## config.mk

```make
export PLATFORM = sky130hd
export DESIGN_NAME = aeia_core
export DESIGN_NICKNAME = d
export VERILOG_FILES = /design/src/aeia_pkg.sv /design/src/aeia_core.sv
export VERILOG_INCLUDE_DIRS = /design/src
export SDC_FILE = /design/constraint.sdc
export NUM_CORES = 2
export LEC_CHECK = 0
export BUFFER_PORTS_ARGS = -buffer_cell sky130_fd_sc_hd__buf_2
export CAP_MARGIN = 15
export CORE_MARGIN = 1.5
export CORE_UTILIZATION = 42
export DETAILED_ROUTE_END_ITERATION = 6
export GPL_TIMING_DRIVEN = 0
export SLEW_MARGIN = 20
export SYNTH_ARGS = -nofsm -noshare
export SYNTH_HDL_FRONTEND = slang
export SYNTH_SLANG_ARGS = --single-unit
```

## constraint.sdc

```tcl
create_clock -name CLK_SYS_IN -period 88.7 [get_ports CLK_SYS_IN]
set_input_delay 17.74 -clock CLK_SYS_IN [delete_from_list [all_inputs] [get_ports CLK_SYS_IN]]
set_output_delay 17.74 -clock CLK_SYS_IN [all_outputs]
set_load 0.005 [all_outputs]
```

## src/aeia_defs.svh

```systemverilog
// offsets, field positions, reset values and address map of the exception unit
`ifndef AEIA_DEFS_SVH
`define AEIA_DEFS_SVH

// ==================================================
// register byte offsets
`define AEIA_OFS_CTRL       8'h00
`define AEIA_OFS_VBASE      8'h04
`define AEIA_OFS_STATUS     8'h08
`define AEIA_OFS_ERR_ADDR   8'h0c
`define AEIA_OFS_PRIO0      8'h10
`define AEIA_NUM_PRIO_REGS  6

// ==================================================
// field positions
`define AEIA_CTRL_SINGLE    0
`define AEIA_STAT_ERR_CPU   0
`define AEIA_STAT_ERR_DMA   1
`define AEIA_STAT_NMI_PEND  2
`define AEIA_STAT_STATE_LSB 4
`define AEIA_STAT_VEC_LSB   8
`define AEIA_SR_MASK_LSB    4

// ==================================================
// reset values
`define AEIA_RST_CTRL       32'h0000_0000
`define AEIA_RST_VBASE      32'h0000_0000
`define AEIA_RST_PRIO       4'h0

// ==================================================
// vector numbers and levels
`define AEIA_VEC_CPU_ERR    8'h09
`define AEIA_VEC_DMA_ERR    8'h0a
`define AEIA_VEC_NMI        8'h0b
`define AEIA_VEC_UBRK       8'h0c
`define AEIA_VEC_REQ0       8'h40
`define AEIA_LVL_NMI        5'h10
`define AEIA_LVL_UBRK       5'h0f
`define AEIA_MASK_NMI       4'hf

// ==================================================
// address map
`define AEIA_PERIPH_BASE    32'hffff_8000
`define AEIA_PERIPH_MASK    32'hffff_8000
`define AEIA_PERIPH8_BASE   32'hffff_8000
`define AEIA_PERIPH8_MASK   32'hffff_fc00
`define AEIA_EXT_LO         32'h0040_0000
`define AEIA_EXT_HI         32'hfeff_ffff

`endif

```

## src/aeia_pkg.sv

```systemverilog
// types shared by the exception unit
package aeia_pkg;

	// ==================================================
	// sequencer states
	typedef enum logic [2:0]
	{
		ST_IDLE      = 3'b000,
		ST_PUSH_SR   = 3'b001,
		ST_PUSH_PC   = 3'b010,
		ST_FETCH_VEC = 3'b011,
		ST_JUMP      = 3'b100
	} aeia_state_t;

	// ==================================================
	// access size and bus master
	typedef enum logic [1:0]
	{
		SZ_BYTE = 2'b00,
		SZ_WORD = 2'b01,
		SZ_LONG = 2'b10
	} aeia_size_t;

	typedef enum logic [1:0]
	{
		MST_CPU = 2'b00,
		MST_DMA = 2'b01,
		MST_DTE = 2'b10
	} aeia_master_t;

endpackage

```

## src/aeia_core.sv

```systemverilog
// address error checker, interrupt arbiter and exception push-and-vector sequencer
//
// Overview of operation
// - odd instruction fetch raises address error
// - fetch from peripheral space raises error
// - single-chip mode: external fetch raises error
// - word data access at odd address errors
// - misaligned longword data access raises error
// - longword to 8-bit peripheral region errors
// - single-chip mode: external data access errors
// - terminate cycle; process after instruction ends
// - address error: push status, pc, vector
// - four request classes incl. peripheral sources
// - every source owns a distinct vector
// - highest pending priority level wins
// - non-maskable level 16, always accepted
// - user break fixed at level 15
// - other sources programmable 0 to 15
// - maskable accepted only above mask field
// - push status word then program counter
// - mask loaded with level, 15 for nmi
// - fetch handler from vector, jump there
// - vector entry is base plus four times number
//
// Our own choices: register access over APB and the placing of the registers.
`timescale 1ns/1ps
`include "aeia_defs.svh"

module aeia_core
#(
	parameter int NUM_EXT    = 8,
	parameter int NUM_PERIPH = 36
)
(
	// clock and reset
	input  wire logic                  CLK_SYS_IN,
	input  wire logic                  RESET_N_IN,
	// apb slave
	input  wire logic                  PSEL_IN,
	input  wire logic                  PENABLE_IN,
	input  wire logic                  PWRITE_IN,
	input  wire logic [7:0]            PADDR_IN,
	input  wire logic [31:0]           PWDATA_IN,
	output logic                       PREADY_OUT,
	output logic [31:0]                PRDATA_OUT,
	output logic                       PSLVERR_OUT,
	// bus access under check
	input  wire logic                  ACC_VALID_IN,
	input  wire logic                  ACC_FETCH_IN,
	input  wire aeia_pkg::aeia_size_t  ACC_SIZE_IN,
	input  wire aeia_pkg::aeia_master_t ACC_MASTER_IN,
	input  wire logic [31:0]           ACC_ADDR_IN,
	output logic                       ACC_ABORT_OUT,
	// interrupt sources
	input  wire logic                  NMI_N_IN,
	input  wire logic                  UBRK_REQ_IN,
	input  wire logic [NUM_EXT-1:0]    EXT_REQ_N_IN,
	input  wire logic [NUM_PERIPH-1:0] PERIPH_REQ_IN,
	// core sequencer side
	input  wire logic                  INSN_END_IN,
	input  wire logic [31:0]           STATUS_WORD_IN,
	input  wire logic [31:0]           NEXT_PC_IN,
	input  wire logic [31:0]           STACK_PTR_IN,
	output logic                       MEM_REQ_OUT,
	output logic                       MEM_WE_OUT,
	output logic [31:0]                MEM_ADDR_OUT,
	output logic [31:0]                MEM_WDATA_OUT,
	input  wire logic                  MEM_ACK_IN,
	input  wire logic [31:0]           MEM_RDATA_IN,
	output logic                       JUMP_OUT,
	output logic [31:0]                JUMP_PC_OUT,
	output logic [31:0]                NEW_STATUS_OUT,
	output logic [31:0]                NEW_SP_OUT
);
	import aeia_pkg::*;

	localparam int NSRC = NUM_EXT + NUM_PERIPH;

	// ==================================================
	// state
	typedef struct packed
	{
		logic [2:0]            nmi_sync;
		logic                  nmi_f;
		logic                  nmi_pend;
		logic [NUM_EXT-1:0]    ext_s1;
		logic [NUM_EXT-1:0]    ext_s2;
		logic [NUM_EXT-1:0]    ext_s3;
		logic [NUM_EXT-1:0]    ext_f;
		logic                  err_cpu;
		logic                  err_dma;
		logic [31:0]           err_addr;
		logic                  abort;
		logic                  single;
		logic [31:0]           vbase;
		logic [NSRC-1:0][3:0]  prio;
		aeia_state_t           state;
		logic [7:0]            vec;
		logic [3:0]            new_mask;
		logic [31:0]           sr;
		logic [31:0]           pc;
		logic [31:0]           sp;
		logic                  pready;
		logic [31:0]           prdata;
		logic                  pslverr;
		logic                  mem_req;
		logic                  mem_we;
		logic [31:0]           mem_addr;
		logic [31:0]           mem_wdata;
		logic                  jump;
		logic [31:0]           jump_pc;
		logic [31:0]           new_sr;
		logic [31:0]           new_sp;
	} aeia_core_state_t;

	aeia_core_state_t s_q;
	aeia_core_state_t s_d;

	// ==================================================
	// combinational helpers
	logic                 in_periph;
	logic                 in_periph8;
	logic                 in_ext;
	logic                 acc_err;
	logic [NSRC-1:0]      req_vec;
	logic [3:0]           cur_mask;
	logic                 cand;
	logic [4:0]           cand_lvl;
	logic [7:0]           cand_vec;
	logic                 apb_setup;
	logic                 apb_wr;
	logic [7:0]           prio_ofs;

	always_comb
	begin
		in_periph  = (ACC_ADDR_IN & `AEIA_PERIPH_MASK) == `AEIA_PERIPH_BASE;
		in_periph8 = (ACC_ADDR_IN & `AEIA_PERIPH8_MASK) == `AEIA_PERIPH8_BASE;
		in_ext     = (ACC_ADDR_IN >= `AEIA_EXT_LO) && (ACC_ADDR_IN <= `AEIA_EXT_HI);
		if (ACC_FETCH_IN)
		begin
			acc_err = ACC_ADDR_IN[0]
				| in_periph
				| (s_q.single & in_ext);
		end
		else
		begin
			acc_err = ((ACC_SIZE_IN == SZ_WORD) & ACC_ADDR_IN[0])
				| ((ACC_SIZE_IN == SZ_LONG) & (ACC_ADDR_IN[1:0] != 2'b00))
				| ((ACC_SIZE_IN == SZ_LONG) & in_periph & in_periph8)
				| (s_q.single & in_ext);
		end
	end

	// arbitration: maskable requests are live levels, so a masked one is simply looked at again
	always_comb
	begin
		req_vec  = {PERIPH_REQ_IN, s_q.ext_f};
		cur_mask = STATUS_WORD_IN[`AEIA_SR_MASK_LSB +: 4];
		cand     = 1'b0;
		cand_lvl = 5'h00;
		cand_vec = 8'h00;
		if (s_q.nmi_pend)
		begin
			cand     = 1'b1;
			cand_lvl = `AEIA_LVL_NMI;
			cand_vec = `AEIA_VEC_NMI;
		end
		else if (UBRK_REQ_IN && (`AEIA_LVL_UBRK > {1'b0, cur_mask}))
		begin
			cand     = 1'b1;
			cand_lvl = `AEIA_LVL_UBRK;
			cand_vec = `AEIA_VEC_UBRK;
		end
		else
		begin
			for (int i = 0; i < NSRC; i++)
			begin
				// strict compare keeps lowest index on a tie
				if (req_vec[i] && (s_q.prio[i] > cur_mask)
					&& ({1'b0, s_q.prio[i]} > cand_lvl || !cand))
				begin
					cand     = 1'b1;
					cand_lvl = {1'b0, s_q.prio[i]};
					cand_vec = `AEIA_VEC_REQ0 + 8'(i);
				end
			end
		end
	end

	always_comb
	begin
		apb_setup = PSEL_IN & ~PENABLE_IN;
		apb_wr    = PSEL_IN & PENABLE_IN & s_q.pready & PWRITE_IN;
		prio_ofs  = PADDR_IN - `AEIA_OFS_PRIO0;
	end

	// ==================================================
	// next state
	always_comb
	begin
		s_d = s_q;

		// pin synchronisers, a change counts once stages two and three agree
		s_d.nmi_sync = {s_q.nmi_sync[1:0], ~NMI_N_IN};
		if (s_q.nmi_sync[1] == s_q.nmi_sync[2])
			s_d.nmi_f = s_q.nmi_sync[1];
		s_d.ext_s1 = ~EXT_REQ_N_IN;
		s_d.ext_s2 = s_q.ext_s1;
		s_d.ext_s3 = s_q.ext_s2;
		for (int i = 0; i < NUM_EXT; i++)
		begin
			if (s_q.ext_s2[i] == s_q.ext_s3[i])
				s_d.ext_f[i] = s_q.ext_s2[i];
		end

		// access check
		s_d.abort = ACC_VALID_IN & acc_err;

		// ----- apb slave
		s_d.pready  = apb_setup;
		s_d.pslverr = 1'b0;
		s_d.prdata  = 32'h0000_0000;
		if (apb_setup)
		begin
			if (PADDR_IN == `AEIA_OFS_CTRL)
				s_d.prdata[`AEIA_CTRL_SINGLE] = s_q.single;
			else if (PADDR_IN == `AEIA_OFS_VBASE)
				s_d.prdata = s_q.vbase;
			else if (PADDR_IN == `AEIA_OFS_STATUS)
			begin
				s_d.prdata[`AEIA_STAT_ERR_CPU]      = s_q.err_cpu;
				s_d.prdata[`AEIA_STAT_ERR_DMA]      = s_q.err_dma;
				s_d.prdata[`AEIA_STAT_NMI_PEND]     = s_q.nmi_pend;
				s_d.prdata[`AEIA_STAT_STATE_LSB +: 3] = s_q.state;
				s_d.prdata[`AEIA_STAT_VEC_LSB +: 8]   = s_q.vec;
			end
			else if (PADDR_IN == `AEIA_OFS_ERR_ADDR)
				s_d.prdata = s_q.err_addr;
			else if (PADDR_IN >= `AEIA_OFS_PRIO0 && PADDR_IN[1:0] == 2'b00
				&& prio_ofs < 8'(4 * `AEIA_NUM_PRIO_REGS))
			begin
				// register k at offset 10h plus 4k holds sources 8k to 8k+7
				for (int j = 0; j < 8; j++)
				begin
					if (int'(prio_ofs) * 2 + j < NSRC)
						s_d.prdata[4*j +: 4] = s_q.prio[int'(prio_ofs) * 2 + j];
				end
			end
			else
				s_d.pslverr = 1'b1;
		end
		if (apb_wr)
		begin
			if (PADDR_IN == `AEIA_OFS_CTRL)
				s_d.single = PWDATA_IN[`AEIA_CTRL_SINGLE];
			else if (PADDR_IN == `AEIA_OFS_VBASE)
				s_d.vbase = PWDATA_IN;
			else if (PADDR_IN >= `AEIA_OFS_PRIO0 && PADDR_IN[1:0] == 2'b00
				&& prio_ofs < 8'(4 * `AEIA_NUM_PRIO_REGS))
			begin
				for (int j = 0; j < 8; j++)
				begin
					// a 4-bit field cannot hold level 16
					if (int'(prio_ofs) * 2 + j < NSRC)
						s_d.prio[int'(prio_ofs) * 2 + j] = PWDATA_IN[4*j +: 4];
				end
			end
		end

		// ----- sequencer; clears first so that a new set in the same cycle wins
		s_d.jump = 1'b0;
		case (s_q.state)
			ST_IDLE:
			begin
				if (INSN_END_IN && (s_q.err_cpu || s_q.err_dma || cand))
				begin
					s_d.sr    = STATUS_WORD_IN;
					s_d.pc    = NEXT_PC_IN;
					s_d.sp    = STACK_PTR_IN;
					s_d.state = ST_PUSH_SR;
					if (s_q.err_cpu)
					begin
						s_d.err_cpu  = 1'b0;
						s_d.vec      = `AEIA_VEC_CPU_ERR;
						s_d.new_mask = STATUS_WORD_IN[`AEIA_SR_MASK_LSB +: 4];
					end
					else if (s_q.err_dma)
					begin
						s_d.err_dma  = 1'b0;
						s_d.vec      = `AEIA_VEC_DMA_ERR;
						s_d.new_mask = STATUS_WORD_IN[`AEIA_SR_MASK_LSB +: 4];
					end
					else
					begin
						s_d.vec = cand_vec;
						if (s_q.nmi_pend)
						begin
							s_d.nmi_pend = 1'b0;
							s_d.new_mask = `AEIA_MASK_NMI;
						end
						else
						begin
							s_d.new_mask = cand_lvl[3:0];
						end
					end
					s_d.mem_req   = 1'b1;
					s_d.mem_we    = 1'b1;
					s_d.mem_addr  = STACK_PTR_IN - 32'h0000_0004;
					s_d.mem_wdata = STATUS_WORD_IN;
				end
			end
			ST_PUSH_SR:
			begin
				if (MEM_ACK_IN)
				begin
					s_d.state     = ST_PUSH_PC;
					s_d.mem_addr  = s_q.sp - 32'h0000_0008;
					s_d.mem_wdata = s_q.pc;
				end
			end
			ST_PUSH_PC:
			begin
				if (MEM_ACK_IN)
				begin
					s_d.state     = ST_FETCH_VEC;
					s_d.mem_we    = 1'b0;
					s_d.mem_wdata = 32'h0000_0000;
					s_d.mem_addr  = s_q.vbase + {22'h000000, s_q.vec, 2'b00};
				end
			end
			ST_FETCH_VEC:
			begin
				if (MEM_ACK_IN)
				begin
					s_d.state   = ST_JUMP;
					s_d.mem_req = 1'b0;
					s_d.jump    = 1'b1;
					s_d.jump_pc = MEM_RDATA_IN;
					s_d.new_sp  = s_q.sp - 32'h0000_0008;
					s_d.new_sr  = s_q.sr;
					s_d.new_sr[`AEIA_SR_MASK_LSB +: 4] = s_q.new_mask;
				end
			end
			ST_JUMP:
				s_d.state = ST_IDLE;
			default:
			begin
				s_d.state   = ST_IDLE;
				s_d.mem_req = 1'b0;
			end
		endcase

		// event sets last: they win over any clear above
		if (s_d.nmi_f && !s_q.nmi_f)
			s_d.nmi_pend = 1'b1;
		if (ACC_VALID_IN && acc_err)
		begin
			s_d.err_addr = ACC_ADDR_IN;
			s_d.err_cpu  = s_d.err_cpu | (ACC_MASTER_IN == MST_CPU);
			s_d.err_dma  = s_d.err_dma | (ACC_MASTER_IN != MST_CPU);
		end
	end

	// ==================================================
	// registers
	always_ff @(posedge CLK_SYS_IN or negedge RESET_N_IN)
	begin
		if (!RESET_N_IN)
		begin
			s_q          <= '0;
			s_q.single   <= 1'(`AEIA_RST_CTRL >> `AEIA_CTRL_SINGLE);
			s_q.vbase    <= `AEIA_RST_VBASE;
			s_q.prio     <= {NSRC{`AEIA_RST_PRIO}};
			s_q.state    <= ST_IDLE;
		end
		else
		begin
			s_q <= s_d;
		end
	end

	// ==================================================
	// outputs
	assign PREADY_OUT     = s_q.pready;
	assign PRDATA_OUT     = s_q.prdata;
	assign PSLVERR_OUT    = s_q.pslverr;
	assign ACC_ABORT_OUT  = s_q.abort;
	assign MEM_REQ_OUT    = s_q.mem_req;
	assign MEM_WE_OUT     = s_q.mem_we;
	assign MEM_ADDR_OUT   = s_q.mem_addr;
	assign MEM_WDATA_OUT  = s_q.mem_wdata;
	assign JUMP_OUT       = s_q.jump;
	assign JUMP_PC_OUT    = s_q.jump_pc;
	assign NEW_STATUS_OUT = s_q.new_sr;
	assign NEW_SP_OUT     = s_q.new_sp;

endmodule

```

* After elaboration in Yosys (flattened, before gate mapping)
Index checks and enable logic that the tools add are counted.
Storage, ports and cells: register bits 589, output and inout port bits 198, input bits 259, ROM bits 0, latch bits 0, memory bits (writable) 0, word-level logic and storage cells 914, memories 0
Cells by class: multiplexer cells 445, shifts and indexed selects 0, $add $sub $neg 11, reductions and logical operators 212, bitwise logic cells 23, order comparisons 116, multiply operators 0, divide/modulo/power cells 0, equality and inequality tests 26
Operator list (number):
- $mux 176 | 36
- $bwmux 176 | 8
- $mux 5 | 128
- $mux 8 | 46
- $lt 32x7->1 const B | 7
- $gt 4x5->1 | 43
- $mux 97 | 2
- $pmux 64 s3 | 1
- $gt 4x4->1 | 44
- $bmux 4 s6 | 7
- $demux 4 s6 | 7
- $mux 1 | 149
- $mux 4 | 35
- $mux 111 | 1
- $logic_and 1x1->1 | 102
- $mux 32 | 3
- $ge 10x1->1 const B | 7
- $lt 10x7->1 const B | 7
- $mux 66 | 1
- $mux 65 | 1
- $mux 64 | 1
- $logic_or 1x1->1 | 45
- $logic_not 1->1 | 44
- $add 9x3->10 const B | 4
- 52 further kinds | 104

* Longest topological paths before layout
depth in word-level cells 269, depth in mapped cells 431, mapped depth without buffers 408

* Worst setup path after synthesis
OpenSTA, ideal clock, no wires.
path type in2reg, start input STATUS_WORD_IN[7], end register s_q[298] (netlist name), path slack 4476 ps, path buffers 22, arrival time 84093 ps, required time 88568 ps, stages 406, setup time 132 ps, path through inv_1 ha_1 nand4_1 nand2_1 a21oi_1 clkbuf_1 nand2_1 ha_1 nand3_1 nor2_1 o22ai_1 a21oi_1 a21oi_1 ha_1 nor2b_1 o211ai_1 a21oi_1 a21o_1 [370 not listed] ha_1 nor2b_1 o21ai_0 nand2b_1 a21oi_1 a41oi_1 o21bai_1 or2_0 a21bo_1 ha_1 a21oi_1 o22ai_1 o22a_1 o21ai_0 and2_0 o2111ai_1 a311oi_1 o31ai_1
On the way: word-level cells in the longest chain between the ends 266, elaborated cells on any way between the ends 573, those cells by class order compare: 88; mux: 308; reduce/logical: 177
Ends and longest elaborated chain:
- start: declaration | line aeia_core.sv:61 | input wire logic [31:0] STATUS_WORD_IN,
- $gt 4x4->1 | line aeia_core.sv:179 | if (req_vec[i] && (s_q.prio[i] > cur_mask)
- $logic_and 1x1->1 | line aeia_core.sv:179
- $mux 4 or $mux 1 (tied branches) | line aeia_core.sv:179
- $mux 5 or $mux 1 (tied branches) | line aeia_core.sv:168 | else if (UBRK_REQ_IN && (`AEIA_LVL_UBRK > {1'b0, cur_mask}))
- $mux 5 or $mux 1 (tied branches) | line aeia_core.sv:162 | if (s_q.nmi_pend)
- $gt 4x5->1 or $logic_not 1->1 (tied branches) | line aeia_core.sv:180 | && ({1'b0, s_q.prio[i]} > cand_lvl || !cand))
- $logic_or 1x1->1 | line aeia_core.sv:180
- $logic_and 1x1->1 | line aeia_core.sv:180
- [250 not listed]
- $logic_or 1x1->1 | line aeia_core.sv:180
- $logic_and 1x1->1 | line aeia_core.sv:180
- $mux 1 | line aeia_core.sv:179
- $mux 1 | line aeia_core.sv:168
- $mux 1 | line aeia_core.sv:162
- $logic_or 1x1->1 | line aeia_core.sv:275 | if (INSN_END_IN && (s_q.err_cpu || s_q.err_dma || cand))
- $logic_and 1x1->1 | line aeia_core.sv:275
- $reduce_and 2->1 (no line)
- end: declaration | line aeia_core.sv:116 | aeia_core_state_t s_q;
Parallel ways exist; a longest one is shown, timed or not. The select of a mux whose other input is x is not followed. A chain may end at the register's enable or synchronous reset.

* Worst setup path after layout
start input STATUS_WORD_IN[5], end register s_q[297] (netlist name)
The elaborated chain is that of the path after synthesis.

==> reports/results.txt <==
Register area share after synthesis -> 0.287
Total of max-cap violations -> 0
H-tree depth -> 3
Highest metal used -> met5
# nets final -> 7,333
Synth unique cells -> 101
Hold path depth -> 0
DRC Markers -> 2
Flop pwr share -> 0.335
CTS tree -> done
Core area -> 0.120 mm2
Post-route setup slack -> 3.65 ns
Std cell rows -> 127
Mean Syn Cell Area -> 8.44 um2
Synthesized area -> 0.0510 mm2
P_leak -> 29.0 nW
Slew of the pin with the lowest slew margin -> 1.34 ns
Slowest cell on crit path -> a221o_1
HPWL after DPL -> 200,000 um
Worst EP required -> 89.24 ns
Clock-pin transition on the worst setup and hold timing paths -> 0.06 ns
Met2 WL -> 112,000 um
Synth area leader -> dfrtp_1
Post-synth net total -> 6,667
Worst VDD drop -> 0.0160 mV
Hold Fails Final Rpt -> 0
Overflow left after global routing -> 0
Warnings from Yosys -> 0
Levels on crit path -> 421
Post-synth EDFFs -> 0
Status -> complete, but fails checks
Die width -> 351 um
Min Tclk post-route -> 85.05 ns
M1 wire length -> 99,900 um
Asr flop ratio synth -> 1.00
Final core utilization -> 0.502
Final GP Congestion -> 1.07
CP Buf/Inv Count -> 38
Int Power -> 0.700 mW
Switching Fraction -> 0.378
Vias -> 52,800
IO Pins -> 457
Power density over the cells -> 18.7 mW/mm2
Initial core utilization -> 0.424
Total GRT Usage -> 0.405
Top cell type's share of synthesized area -> 0.287
Fin. max-slew vios -> 0
Setup TNS Final -> 0 ns
Startpoint Class -> input pin
Clock Tree Buf Depth -> 3
Most frequent cells in the layout -> nand2_1, dfrtp_1, o21ai_0, buf_2, mux2i_1
Largest net degree at the start of global routing -> 94
Final worst path period share -> 0.959
Main synth FF type -> dfrtp_1
Worst skew pair latency -> 0.67 ns
Buffers added on ports -> 456
Layout cells sized above 1 -> 0.218
Slew margin rel. -> 0.110
Initial DRT Pass Iterations -> 7
Final setup violation count -> 0
Sw power -> 0.426 mW
Post-Route Skew -> 0.0301 ns
Vias per Instance -> 6.30
WL per Instance -> 30.8 um
Hold Path Class -> flip-flop to flip-flop
Achievable frequency -> 11.8 MHz
Layout Area Growth over Synthesis -> 18.4%
CTS Buf Count -> 68
Metal3 WL -> 26,800 um
Filler-free cell count of the finished design -> 8,381
Critical Path Max Stage Delay -> 0.39 ns
Routed wire length -> 258,000 um
Crit path DAT -> 85.59 ns
Synth top area cells -> dfrtp_1, ha_1, mux2i_1
Multi-input gate area -> 0.0340 mm2
Clock root cell -> clkbuf_16
Clock power share -> 0.272
Violated checks -> design-rule violations
CP max FO -> 16
Delay-heaviest family, CP -> compound AO/OA/AOI/OAI gates
Die area -> 0.123 mm2
DRT antenna net count -> 0
Worst Reg-to-Reg Cells -> 419
Placed insts -> 8,118
Mapped Cells -> 6,037
First-pass GRT wire length -> 358,000 um
Flops & latches, synth -> 584
Setup CP Type -> input pin to flip-flop
Commonest non-fill, non-tap cell in the layout -> nand2_1
Register area -> 0.0146 mm2
Clock sink count -> 584
Critical Path Most Common Cell -> ha_1
Critical path capture point type -> flip-flop
Logic pwr share -> 0.394
Antenna violations before repair -> 25
Vias in the first global route -> 49,700
DR iter-0 viols -> 6,316
Post-place setup slack -> -11.16 ns
Filler cell count -> 11,800
Die H -> 351 um
==> logic make-up (layout without fill, tap and decap cells) <==
family          count (synthesis)  in the layout  synth area share
simple gates                 1974           1974             0.168
compound gates               1554           1555             0.185
mux                           725            725             0.181
buf+inv                       718           1436            0.0687
flops                         584            584             0.287
fa+ha+maj                     380            380            0.0930
xor+xnor                      102            102            0.0175
other cells                     0             13                 0
==> cells in the mapped netlist, types with 21 or more instances <==
library cell     n
nand3_1         93
a21oi_1        388
nor2b_1         82
xnor2_1         76
nand4_1         55
buf_2           22
dfrtp_1        584
nand2_1       1061
a31oi_1         35
nand2b_1        45
o21a_1          67
nor4_1          22
a21o_1          35
and2_1          31
o22ai_1         78
inv_1          164
a222oi_1        21
o221a_2         21
ha_1           370
mux4_2         139
o211ai_1        37
mux2i_1        425
mux2_2         125
mux2_1          35
a221oi_1        21
buf_4          193
a22oi_1         46
o21ai_0        609
buf_1           26
xor2_1          26
nor2_1         405
nor3_1          82
clkbuf_1       300
==> worst paths after layout <==
path                                    from  slack, ns            endpoint
setup / recovery           STATUS_WORD_IN[5]       3.65            s_q[297]
hold / removal                      s_d[570]       0.35            s_d[562]
setup reg to reg                    s_q[308]      20.25            s_q[297]
hold reg to reg                     s_d[570]       0.35            s_d[562]
max in group asynchronous         RESET_N_IN      69.99            s_q[401]
min in group asynchronous         RESET_N_IN      17.00  NEW_STATUS_OUT[14]
==> sequential cells by signal, indices dropped and copies added, names as in the netlist <==
register / cells
JUMP_OUT: 1
PRDATA_OUT: 32
MEM_WDATA_OUT: 32
PSLVERR_OUT: 1
s_q: 360
NEW_STATUS_OUT: 32
s_d: 18
MEM_REQ_OUT: 1
JUMP_PC_OUT: 32
MEM_ADDR_OUT: 32
MEM_WE_OUT: 1
PREADY_OUT: 1
ACC_ABORT_OUT: 1
NEW_SP_OUT: 32
req_vec: 8
==> cell type report <==
type,instances,share of cell area
Clock buffer,88,0.0313
Antenna cell,13,0.000539
Inverter,170,0.0113
Buffer,545,0.0495
Multi-Input combinational cell,4736,0.563
Timing Repair Buffer,597,0.0596
Tap cell,1612,0.0334
Clock inverter,35,0.00869
Sequential cell,584,0.242
Timing Repair inverter,1,0.000145
==> through the flow <==
stage	instance area (um2)	hold WS, ns	total power, mW
floorplan	51000	0.331	0.632
global placement	55300	0.333	0.788
detailed placement	55600	0.335	0.798
CTS	58800	0.347	1.11
global route	60300	0.352	1.18
finish	60300	0.348	1.13
==> metal layers <==
layer  global-route usage  vias up
met4                0.244       20
met5               0.0122        -
met3                0.105      855
met2                0.625     3161
met1                0.506    25800
li1                     -    23000
==> power by group through the flow <==
| stage | combinational [mW] | sequential, mW | clock [mW] |
|---|---|---|---|
| global route | 0.482 | 0.383 | 0.319 |
| CTS | 0.427 | 0.375 | 0.309 |
| finish | 0.444 | 0.377 | 0.306 |
| detailed placement | 0.418 | 0.380 | 0 |
| global placement | 0.410 | 0.378 | 0 |
| floorplan | 0.268 | 0.364 | 0 |
==> what timing repair did <==
action,4_1_cts,5_1_grt
pin swaps,17,61
gates resized for setup,138,216
cloned,0,4
endpoints found under the setup margin,10,10
endpoints found under the hold margin,0,0
buffers inserted,37,89
hold buffers,0,0
(Power assumes the default switching activity.)
